[src/epac_pkg.sv]
// constants for the eprom read access control block
package epac_pkg;
  localparam logic [15:0] EPAC_CTRL_ADDR = 16'h0007;
  localparam logic [15:0] EPAC_MISC_ADDR = 16'h000c;
  localparam logic [15:0] EPAC_OPTS_ADDR = 16'h0100;
  localparam logic [15:0] EPAC_FOB_ADDR = 16'h7fde;
  localparam logic [15:0] EPAC_MAIN_LO = 16'h0400;
  localparam logic [15:0] EPAC_MAIN_HI = 16'h7dff;
  localparam logic [15:0] EPAC_VEC_LO = 16'h7ff0;
  localparam logic [15:0] EPAC_VEC_HI = 16'h7fff;
  localparam logic [15:0] EPAC_BOOT_LO = 16'h7e00;
  localparam logic [15:0] EPAC_BOOT_HI = 16'h7fdd;
  localparam int EPAC_LAT_BIT = 5;
  localparam int EPAC_PGM_BIT = 4;
  localparam int EPAC_POR_BIT = 7;
  localparam int EPAC_WATCHDOG_ENABLE_FLAG_BIT = 0;
  localparam logic [7:0] EPAC_CTRL_RST = 8'h00;
  localparam logic [7:0] EPAC_MISC_RST = 8'h10;
  localparam logic [7:0] EPAC_ERASED = 8'h00;
  localparam logic [7:0] EPAC_SCRAMBLE = 8'ha5;
  localparam logic [7:0] EPAC_CTRL_WMASK = 8'hcf;
  localparam logic [7:0] EPAC_MISC_WMASK = 8'h7e;
  typedef enum logic [2:0] {
    EPAC_SEL_NONE = 3'h1,
    EPAC_SEL_ARRAY = 3'h2,
    EPAC_SEL_VEC = 3'h4
  } epac_sel_e;
endpackage

[src/epac_sync.sv]
// two flip-flop synchroniser for a pin level
`timescale 1ns/1ps
`default_nettype none
module epac_sync (
  input wire logic clk_sys,
  input wire logic reset_n,
  input wire logic din,
  output logic dout
);
  logic meta_r;
  logic meta_nxt;
  logic dout_nxt;

  always_comb begin
    meta_nxt = din;
    dout_nxt = meta_r;
  end

  always_ff @(posedge clk_sys or negedge reset_n) begin
    if (!reset_n) begin
      meta_r <= 1'b0;
      dout <= 1'b0;
    end else begin
      meta_r <= meta_nxt;
      dout <= dout_nxt;
    end
  end
endmodule
`default_nettype wire

[src/epac_core.sv]
// eprom read access control: decode, latch gating and status registers
`timescale 1ns/1ps
`default_nettype none
module epac_core
  import epac_pkg::*;
(
  input wire logic clk_sys,
  input wire logic reset_n,
  input wire logic por_n,
  input wire logic watchdog_enable_flag_option,
  input wire logic stop_entry,
  input wire logic [15:0] reg_addr,
  input wire logic [7:0] reg_wdata,
  input wire logic reg_wr,
  input wire logic reg_rd,
  output logic [7:0] reg_rdata,
  input wire logic [15:0] cpu_addr,
  input wire logic cpu_rd,
  input wire logic cpu_vec,
  input wire logic cpu_boot,
  input wire logic [7:0] array_data,
  input wire logic array_blank,
  input wire logic [7:0] opts_data,
  input wire logic [7:0] fob_data,
  output logic [7:0] cpu_rdata,
  output logic cpu_valid,
  output logic vec_fault,
  output logic boot_block,
  output logic eprom_read_mode,
  output logic eprom_latch_enable,
  output logic eprom_program_enable,
  output logic array_wr
);
  ////////////////////////////////////////////////////////////////
  // decode
  logic por_seen;
  logic watchdog_enable_flag_sync;
  logic [7:0] ctrl_r;
  logic [7:0] ctrl_nxt;
  logic [7:0] misc_r;
  logic [7:0] misc_nxt;
  logic [7:0] rdata_nxt;
  logic [7:0] crd_nxt;
  logic cvalid_nxt;
  logic wrote_r;
  logic wrote_nxt;
  logic in_main;
  logic in_vec;
  logic in_fob;
  logic in_boot;
  // three loads after release so the synchronised option level has settled
  logic [2:0] rst_pend_r;
  epac_sel_e sel;

  // the option level is a pin; it is only read once settled
  epac_sync u_watchdog_enable_flag_sync (
    .clk_sys(clk_sys),
    .reset_n(reset_n),
    .din(watchdog_enable_flag_option),
    .dout(watchdog_enable_flag_sync)
  );

  assign in_main = cpu_addr >= EPAC_MAIN_LO && cpu_addr <= EPAC_MAIN_HI;
  assign in_vec = cpu_addr >= EPAC_VEC_LO && cpu_addr <= EPAC_VEC_HI;
  assign in_fob = cpu_addr == EPAC_FOB_ADDR;
  assign in_boot = cpu_boot && cpu_addr >= EPAC_BOOT_LO && cpu_addr <= EPAC_BOOT_HI;

  always_comb begin
    if (in_vec || cpu_vec) sel = EPAC_SEL_VEC;
    else if (in_main || in_fob) sel = EPAC_SEL_ARRAY;
    else sel = EPAC_SEL_NONE;
  end

  assign eprom_latch_enable = ctrl_r[EPAC_LAT_BIT];
  assign eprom_program_enable = ctrl_r[EPAC_PGM_BIT];
  assign eprom_read_mode = !ctrl_r[EPAC_LAT_BIT];
  // array write strobe tied low, so nothing writes the array latches; no erase command exists
  assign array_wr = 1'b0;
  assign vec_fault = cpu_vec && eprom_latch_enable;
  assign boot_block = cpu_boot && eprom_latch_enable;

  ////////////////////////////////////////////////////////////////
  // control register
  always_comb begin
    ctrl_nxt = ctrl_r;
    wrote_nxt = wrote_r;
    if (reg_wr && reg_addr == EPAC_CTRL_ADDR) begin
      ctrl_nxt = (ctrl_r & ~EPAC_CTRL_WMASK) | (reg_wdata & EPAC_CTRL_WMASK);
      ctrl_nxt[EPAC_LAT_BIT] = reg_wdata[EPAC_LAT_BIT];
      // program enable may only rise after a byte was latched
      ctrl_nxt[EPAC_PGM_BIT] = ctrl_r[EPAC_PGM_BIT] | (reg_wdata[EPAC_PGM_BIT] & wrote_r);
    end
    if (reg_wr && (reg_addr >= EPAC_MAIN_LO && reg_addr <= EPAC_VEC_HI) && ctrl_r[EPAC_LAT_BIT]) begin
      wrote_nxt = 1'b1;
    end
    if (stop_entry) begin
      ctrl_nxt[EPAC_LAT_BIT] = 1'b0;
    end
    if (!ctrl_nxt[EPAC_LAT_BIT]) begin
      ctrl_nxt[EPAC_PGM_BIT] = 1'b0;
      wrote_nxt = 1'b0;
    end
  end

  always_ff @(posedge clk_sys or negedge reset_n) begin
    if (!reset_n) begin
      ctrl_r <= EPAC_CTRL_RST;
      wrote_r <= 1'b0;
    end else begin
      ctrl_r <= ctrl_nxt;
      wrote_r <= wrote_nxt;
    end
  end

  ////////////////////////////////////////////////////////////////
  // miscellaneous register
  always_ff @(posedge clk_sys or negedge por_n) begin
    if (!por_n) por_seen <= 1'b1;
    else if (reg_wr && reg_addr == EPAC_MISC_ADDR && !reg_wdata[EPAC_POR_BIT]) por_seen <= 1'b0;
  end

  always_comb begin
    misc_nxt = misc_r;
    if (rst_pend_r != 3'h0) begin
      misc_nxt = EPAC_MISC_RST;
      misc_nxt[EPAC_WATCHDOG_ENABLE_FLAG_BIT] = watchdog_enable_flag_sync;
    end else if (reg_wr && reg_addr == EPAC_MISC_ADDR) begin
      misc_nxt = (misc_r & ~EPAC_MISC_WMASK) | (reg_wdata & EPAC_MISC_WMASK);
    end
    misc_nxt[EPAC_POR_BIT] = por_seen;
  end

  // option captured by a clock after release, not by the reset itself
  always_ff @(posedge clk_sys or negedge reset_n) begin
    if (!reset_n) begin
      misc_r <= EPAC_MISC_RST;
      rst_pend_r <= 3'h7;
    end else begin
      misc_r <= misc_nxt;
      rst_pend_r <= {1'b0, rst_pend_r[2:1]};
    end
  end

  ////////////////////////////////////////////////////////////////
  // read paths
  always_comb begin
    rdata_nxt = 8'h00;
    if (reg_rd) begin
      case (reg_addr)
        EPAC_CTRL_ADDR: rdata_nxt = ctrl_r;
        EPAC_MISC_ADDR: rdata_nxt = misc_r;
        EPAC_OPTS_ADDR: rdata_nxt = opts_data;
        EPAC_FOB_ADDR: rdata_nxt = fob_data;
        default: rdata_nxt = 8'h00;
      endcase
    end
  end

  always_comb begin
    crd_nxt = 8'h00;
    cvalid_nxt = 1'b0;
    if (cpu_rd) begin
      case (sel)
        EPAC_SEL_VEC, EPAC_SEL_ARRAY: begin
          cvalid_nxt = !eprom_latch_enable;
          if (eprom_latch_enable) crd_nxt = array_data ^ EPAC_SCRAMBLE;
          else if (array_blank) crd_nxt = EPAC_ERASED;
          else if (in_fob) crd_nxt = fob_data;
          else crd_nxt = array_data;
        end
        EPAC_SEL_NONE: begin
          cvalid_nxt = !in_boot || !eprom_latch_enable;
          crd_nxt = array_data;
        end
        default: begin
          cvalid_nxt = 1'b0;
          crd_nxt = 8'h00;
        end
      endcase
    end
  end

  always_ff @(posedge clk_sys or negedge reset_n) begin
    if (!reset_n) begin
      reg_rdata <= 8'h00;
      cpu_rdata <= 8'h00;
      cpu_valid <= 1'b0;
    end else begin
      reg_rdata <= rdata_nxt;
      cpu_rdata <= crd_nxt;
      cpu_valid <= cvalid_nxt;
    end
  end

  ////////////////////////////////////////////////////////////////
  // checks
  a_pgm_needs_lat: assert property (@(posedge clk_sys) disable iff (!reset_n)
    eprom_program_enable |-> eprom_latch_enable) else $error("program set without latch");
  a_stop_clears_lat: assert property (@(posedge clk_sys) disable iff (!reset_n)
    stop_entry |=> !eprom_latch_enable) else $error("stop left latch set");
  a_stop_clears_pgm: assert property (@(posedge clk_sys) disable iff (!reset_n)
    stop_entry |=> !eprom_program_enable) else $error("stop left program set");
  a_lat_clear_pgm: assert property (@(posedge clk_sys) disable iff (!reset_n)
    $fell(eprom_latch_enable) |-> !eprom_program_enable) else $error("program stayed");
  a_lat_scramble: assert property (@(posedge clk_sys) disable iff (!reset_n)
    (cpu_rd && in_main && eprom_latch_enable) |=> cpu_rdata == ($past(array_data) ^ EPAC_SCRAMBLE))
    else $error("latched read not scrambled");
  a_blank_zero: assert property (@(posedge clk_sys) disable iff (!reset_n)
    (cpu_rd && in_main && !eprom_latch_enable && array_blank) |=> cpu_rdata == EPAC_ERASED)
    else $error("blank not zero");
  a_vec_invalid: assert property (@(posedge clk_sys) disable iff (!reset_n)
    (cpu_rd && in_vec && eprom_latch_enable) |=> !cpu_valid) else $error("vector valid under latch");
  a_out_range: assert property (@(posedge clk_sys) disable iff (!reset_n)
    (cpu_rd && sel == EPAC_SEL_NONE && !cpu_boot) |=> cpu_valid && cpu_rdata == $past(array_data))
    else $error("outside range disturbed");
  a_ctrl_read: assert property (@(posedge clk_sys) disable iff (!reset_n)
    (reg_rd && reg_addr == EPAC_CTRL_ADDR) |=> reg_rdata == $past(ctrl_r)) else $error("ctrl read");
  c_latch_set: cover property (@(posedge clk_sys) disable iff (!reset_n) $rose(eprom_latch_enable));
  c_pgm_set: cover property (@(posedge clk_sys) disable iff (!reset_n) $rose(eprom_program_enable));
  c_stop_abort: cover property (@(posedge clk_sys) disable iff (!reset_n) stop_entry && eprom_latch_enable);
endmodule
`default_nettype wire

[config.mk]
export PLATFORM = sky130hd
export DESIGN_NAME = epac_core
export DESIGN_NICKNAME = d
export VERILOG_FILES = /design/src/epac_pkg.sv /design/src/epac_sync.sv /design/src/epac_core.sv
export SDC_FILE = /design/constraint.sdc
export NUM_CORES = 1
export LEC_CHECK = 0
export ABC_AREA = 1
export BUFFER_PORTS_ARGS = -buffer_cell sky130_fd_sc_hd__buf_4
export CORE_MARGIN = 3
export CORE_UTILIZATION = 52
export DETAILED_ROUTE_END_ITERATION = 8
export PLACE_DENSITY_LB_ADDON = 0.2
export SYNTH_ARGS = -nofsm -noshare
export SYNTH_HDL_FRONTEND = slang
export SYNTH_HIERARCHICAL = 1
export SYNTH_SLANG_ARGS = --single-unit
[constraint.sdc]
create_clock -name clk_sys -period 2.3 [get_ports clk_sys]
set_input_delay 0.46 -clock clk_sys [delete_from_list [all_inputs] [get_ports clk_sys]]
set_output_delay 0.46 -clock clk_sys [all_outputs]
set_load 0.01 [all_outputs]
==> impl_metrics.py <==
metrics = {
    "setup_path": {
        "path_class": "register to output port",
        "arrival_ps": 1360,
        "critical_path.max_fanout": 13,
        "cp_data_required_time_ps": 1840,
        "start_kind": "register",
        "end_kind": "output port",
    },
    "routing": {
        "wire_per_inst_um": 13.7,
        "drtIter0Drc": 194,
        "wl_um": 6590,
        "drcViolationCount": 0,
        "drt_pass1_iterations": 4,
        "vias_per_cell": 5.22,
        "antenna_left": 0,
        "vias": 2509,
    },
    "status": {
        "outcome": "complete, no violations",
    },
    "floorplan": {
        "die_x_um": 73.3,
        "io_pins": 98,
        "start_util_pct": 56.4,
        "die_h_um": 73.3,
        "num_rows": 23,
        "core-area_sq_um": 4170,
        "design.die.area_sq_um": 5370,
    },
    "cts": {
        "cts_setup_buffers": 0,
        "cts_root_buf": "clkbuf_8",
        "clk_pin_slew_ps": 80,
        "clockBufferDepth": 2,
        "cts_tree": "done",
        "h-tree-depth": 2,
        "post_cts_resized": 0,
        "cts_buffers": 5,
        "worstSkewPairLatency_ps": 290,
        "holdBufCountCts": 0,
        "clock-sinks": 40,
    },
    "pwr": {
        "power_mw": 1.56,
        "internal_power_mw": 1.20,
        "swShare_pct": 23.4,
        "irDropWorstVdd_v": 0.000498,
        "power_density_nw_per_um2": 483,
        "p_leak_nw": 1.81,
        "seq_power_share_pct": 46.7,
        "p_clk_share_pct": 38.6,
        "switchingPower_mw": 0.365,
        "comb_power_share_pct": 14.7,
    },
    "synth": {
        "ys.flop_type": "dfrtp_1",
        "ys_warn_count": 6,
        "synth_top_family_by_area": "simple AND/OR/NAND/NOR gates",
        "muxShareOfSynthArea_pct": 0,
        "synthTopCellsByCount": "115 x nand2_1, 58 x nor2_1, 35 x dfrtp_1",
        "yosysMostFrequentCell": "nand2_1",
        "synth_edf_count": 0,
        "synth_async_sr_flop_share_pct": 100,
        "synth_area_sq_um": 2350,
        "avgSynthCellArea_sq_um": 7.11,
        "synth_compound_area_share_pct": 3.67,
        "ys_types": 31,
        "synthCells": 331,
        "synth_top_area_share_pct": 37.2,
        "synthSimpleGateAreaFrac_pct": 47.0,
        "synth_seq_area_share_pct": 42.8,
        "synth_top_area_cell": "dfrtp_1",
        "synthTopCellsByArea": "dfrtp_1 37%, nand2_1 18%, nor2_1 9.2%",
        "synth_fa_ha_area_share_pct": 0,
        "synth-xor-area-share_pct": 0,
        "ys_seq_elements": 40,
    },
    "sta": {
        "max_freq_ghz": 0.548,
        "fin_ws_ps": 475,
        "setup_violations": 0,
        "finClkSkew_ps": 4.08,
        "fin_crit_sh_pct": 79.3,
        "slew_viol_final": 0,
        "setup_tns_ps": 0,
        "slew_headroom_pct": 63.9,
        "rsz0062_at_grt": "false",
        "worstMarginPinSlew_ps": 539,
        "hold_violations": 0,
        "fin_crit_ps": 1820,
    },
    "cells_and_area": {
        "final_cell_area_sq_um": 3230,
        "fillers": 326,
        "synthToLayoutAreaGrowth_pct": 37.1,
        "antennaDiodeCount": 0,
        "multi_input_area_sq_um": 1200,
        "seqCellArea_sq_um": 1010,
        "fin_nets": 505,
        "drive_gt1_share_pct": 31.3,
    },
    "placement": {
        "hpwl_um": 5190,
        "gp_congestion": 0.922,
        "dp_worst_setup_slack_ps": 417,
        "placed_area_sq_um": 3110,
        "portBuffers": 96,
    },
    "grt": {
        "grt_pass1_wl_um": 10900,
        "grt_max_degree": 40,
        "grt_pass1_vias": 2472,
        "grt_overflow": 0,
        "grt_usage_pct": 26.3,
        "antenna_found_initial": 0,
    },
    "hold_path": {
        "hold_path_class": "input port to asynchronous set/reset pin",
    },
    "flow_run": {
        "maxCapViolations": 0,
    },
}
==> routing by layer <==
metal / wire length (um) / vias up / share of wire [%] / track usage (%)
met5: 0 / - / 0 / 0
met4: 144 / 0 / 2.2 / 11.7
met3: 588 / 14 / 8.9 / 5.75
met2: 3300 / 107 / 50 / 45.1
met1: 2560 / 1148 / 39 / 31.4
li1: - / 1240 / - / -
==> layout by cell type (no fill, tap or decap), types with 2 or more instances in the layout <==
master and count:
o21ai_1 4, or2_2 2, dfrtp_1 35, clkbuf_8 6, nor2_1 58, inv_2 4
nor3_1 3, a21oi_1 5, nand3_4 2, nand2_2 2, conb_1 2, nor2_4 3
nor3_4 2, nor2_2 4, buf_4 97, nand2_1 115, nand3b_1 6, inv_1 24
dfstp_2 5, nand4_1 7, nand3_1 34
==> power by group through the flow <==
stage / registers, mW / clock network [mW] / logic (mW)
finish: 0.728 / 0.603 / 0.229
global route: 0.729 / 0.645 / 0.253
CTS: 0.728 / 0.610 / 0.231
detailed placement: 0.741 / 0 / 0.229
global placement: 0.741 / 0 / 0.223
floorplan: 0.745 / 0 / 0.0723
==> worst max-delay path, cell delays in order (launching register included) <==
cell and delay, ps:
dfrtp_1 560, inv_1 290, buf_4 220
==> sequential cells by signal, summed over array words and instances, names as in the netlist <==
| signal | cells |
|---|---|
| reg_rdata | 8 |
| cpu_valid | 1 |
| u_watchdog_enable_flag_sync/dout_nxt | 1 |
| cpu_rdata | 8 |
| ctrl_r | 8 |
| u_watchdog_enable_flag_sync/dout | 1 |
| por_seen | 1 |
| wrote_r | 1 |
| misc_r | 8 |
| rst_pend_r | 3 |
==> per-stage QoR <==
step | std cells | hold WS, ps | util [%]
after floorplan | 332 | 164 | -
final | 481 | 78.2 | 77.4
after CTS | 481 | 71.8 | 77.4
after global placement | 473 | 340 | 74.5
after global routing | 481 | 63.6 | 77.4
after detailed placement | 473 | 350 | 74.5
==> path summary, 6_finish.rpt <==
path | from | endpoint | slack, ps | cells past startpoint
min in group clk_sys | watchdog_enable_flag_option | u_watchdog_enable_flag_sync/dout_nxt | 270 | 1
max reg2reg | ctrl_r[5] | cpu_rdata[5] | 820 | 5
max | ctrl_r[5] | eprom_read_mode | 480 | 2
min | por_n | por_seen | 80 | 1
max in group asynchronous | reset_n | rst_pend_r[0] | 1820 | 1
min reg2reg | u_watchdog_enable_flag_sync/dout_nxt | u_watchdog_enable_flag_sync/dout | 360 | 0
==> cell type report <==
class / count / area share (%)
clock buffer: 6 / 2.56
clock inverter: 2 / 1.20
inverter: 29 / 3.41
multi-input combinational: 257 / 37.2
sequential: 40 / 31.2
tap: 50 / 1.94
timing repair buffer: 97 / 22.5
==> kinds of logic (layout without fill, tap and decap cells) <==
logic type,Yosys count,in the layout
flops,40,40
compound gates,14,14
other cells,1,2
buf+inv,35,134
simple gates,241,241
No activity file was read; power rests on OpenSTA's default activity.
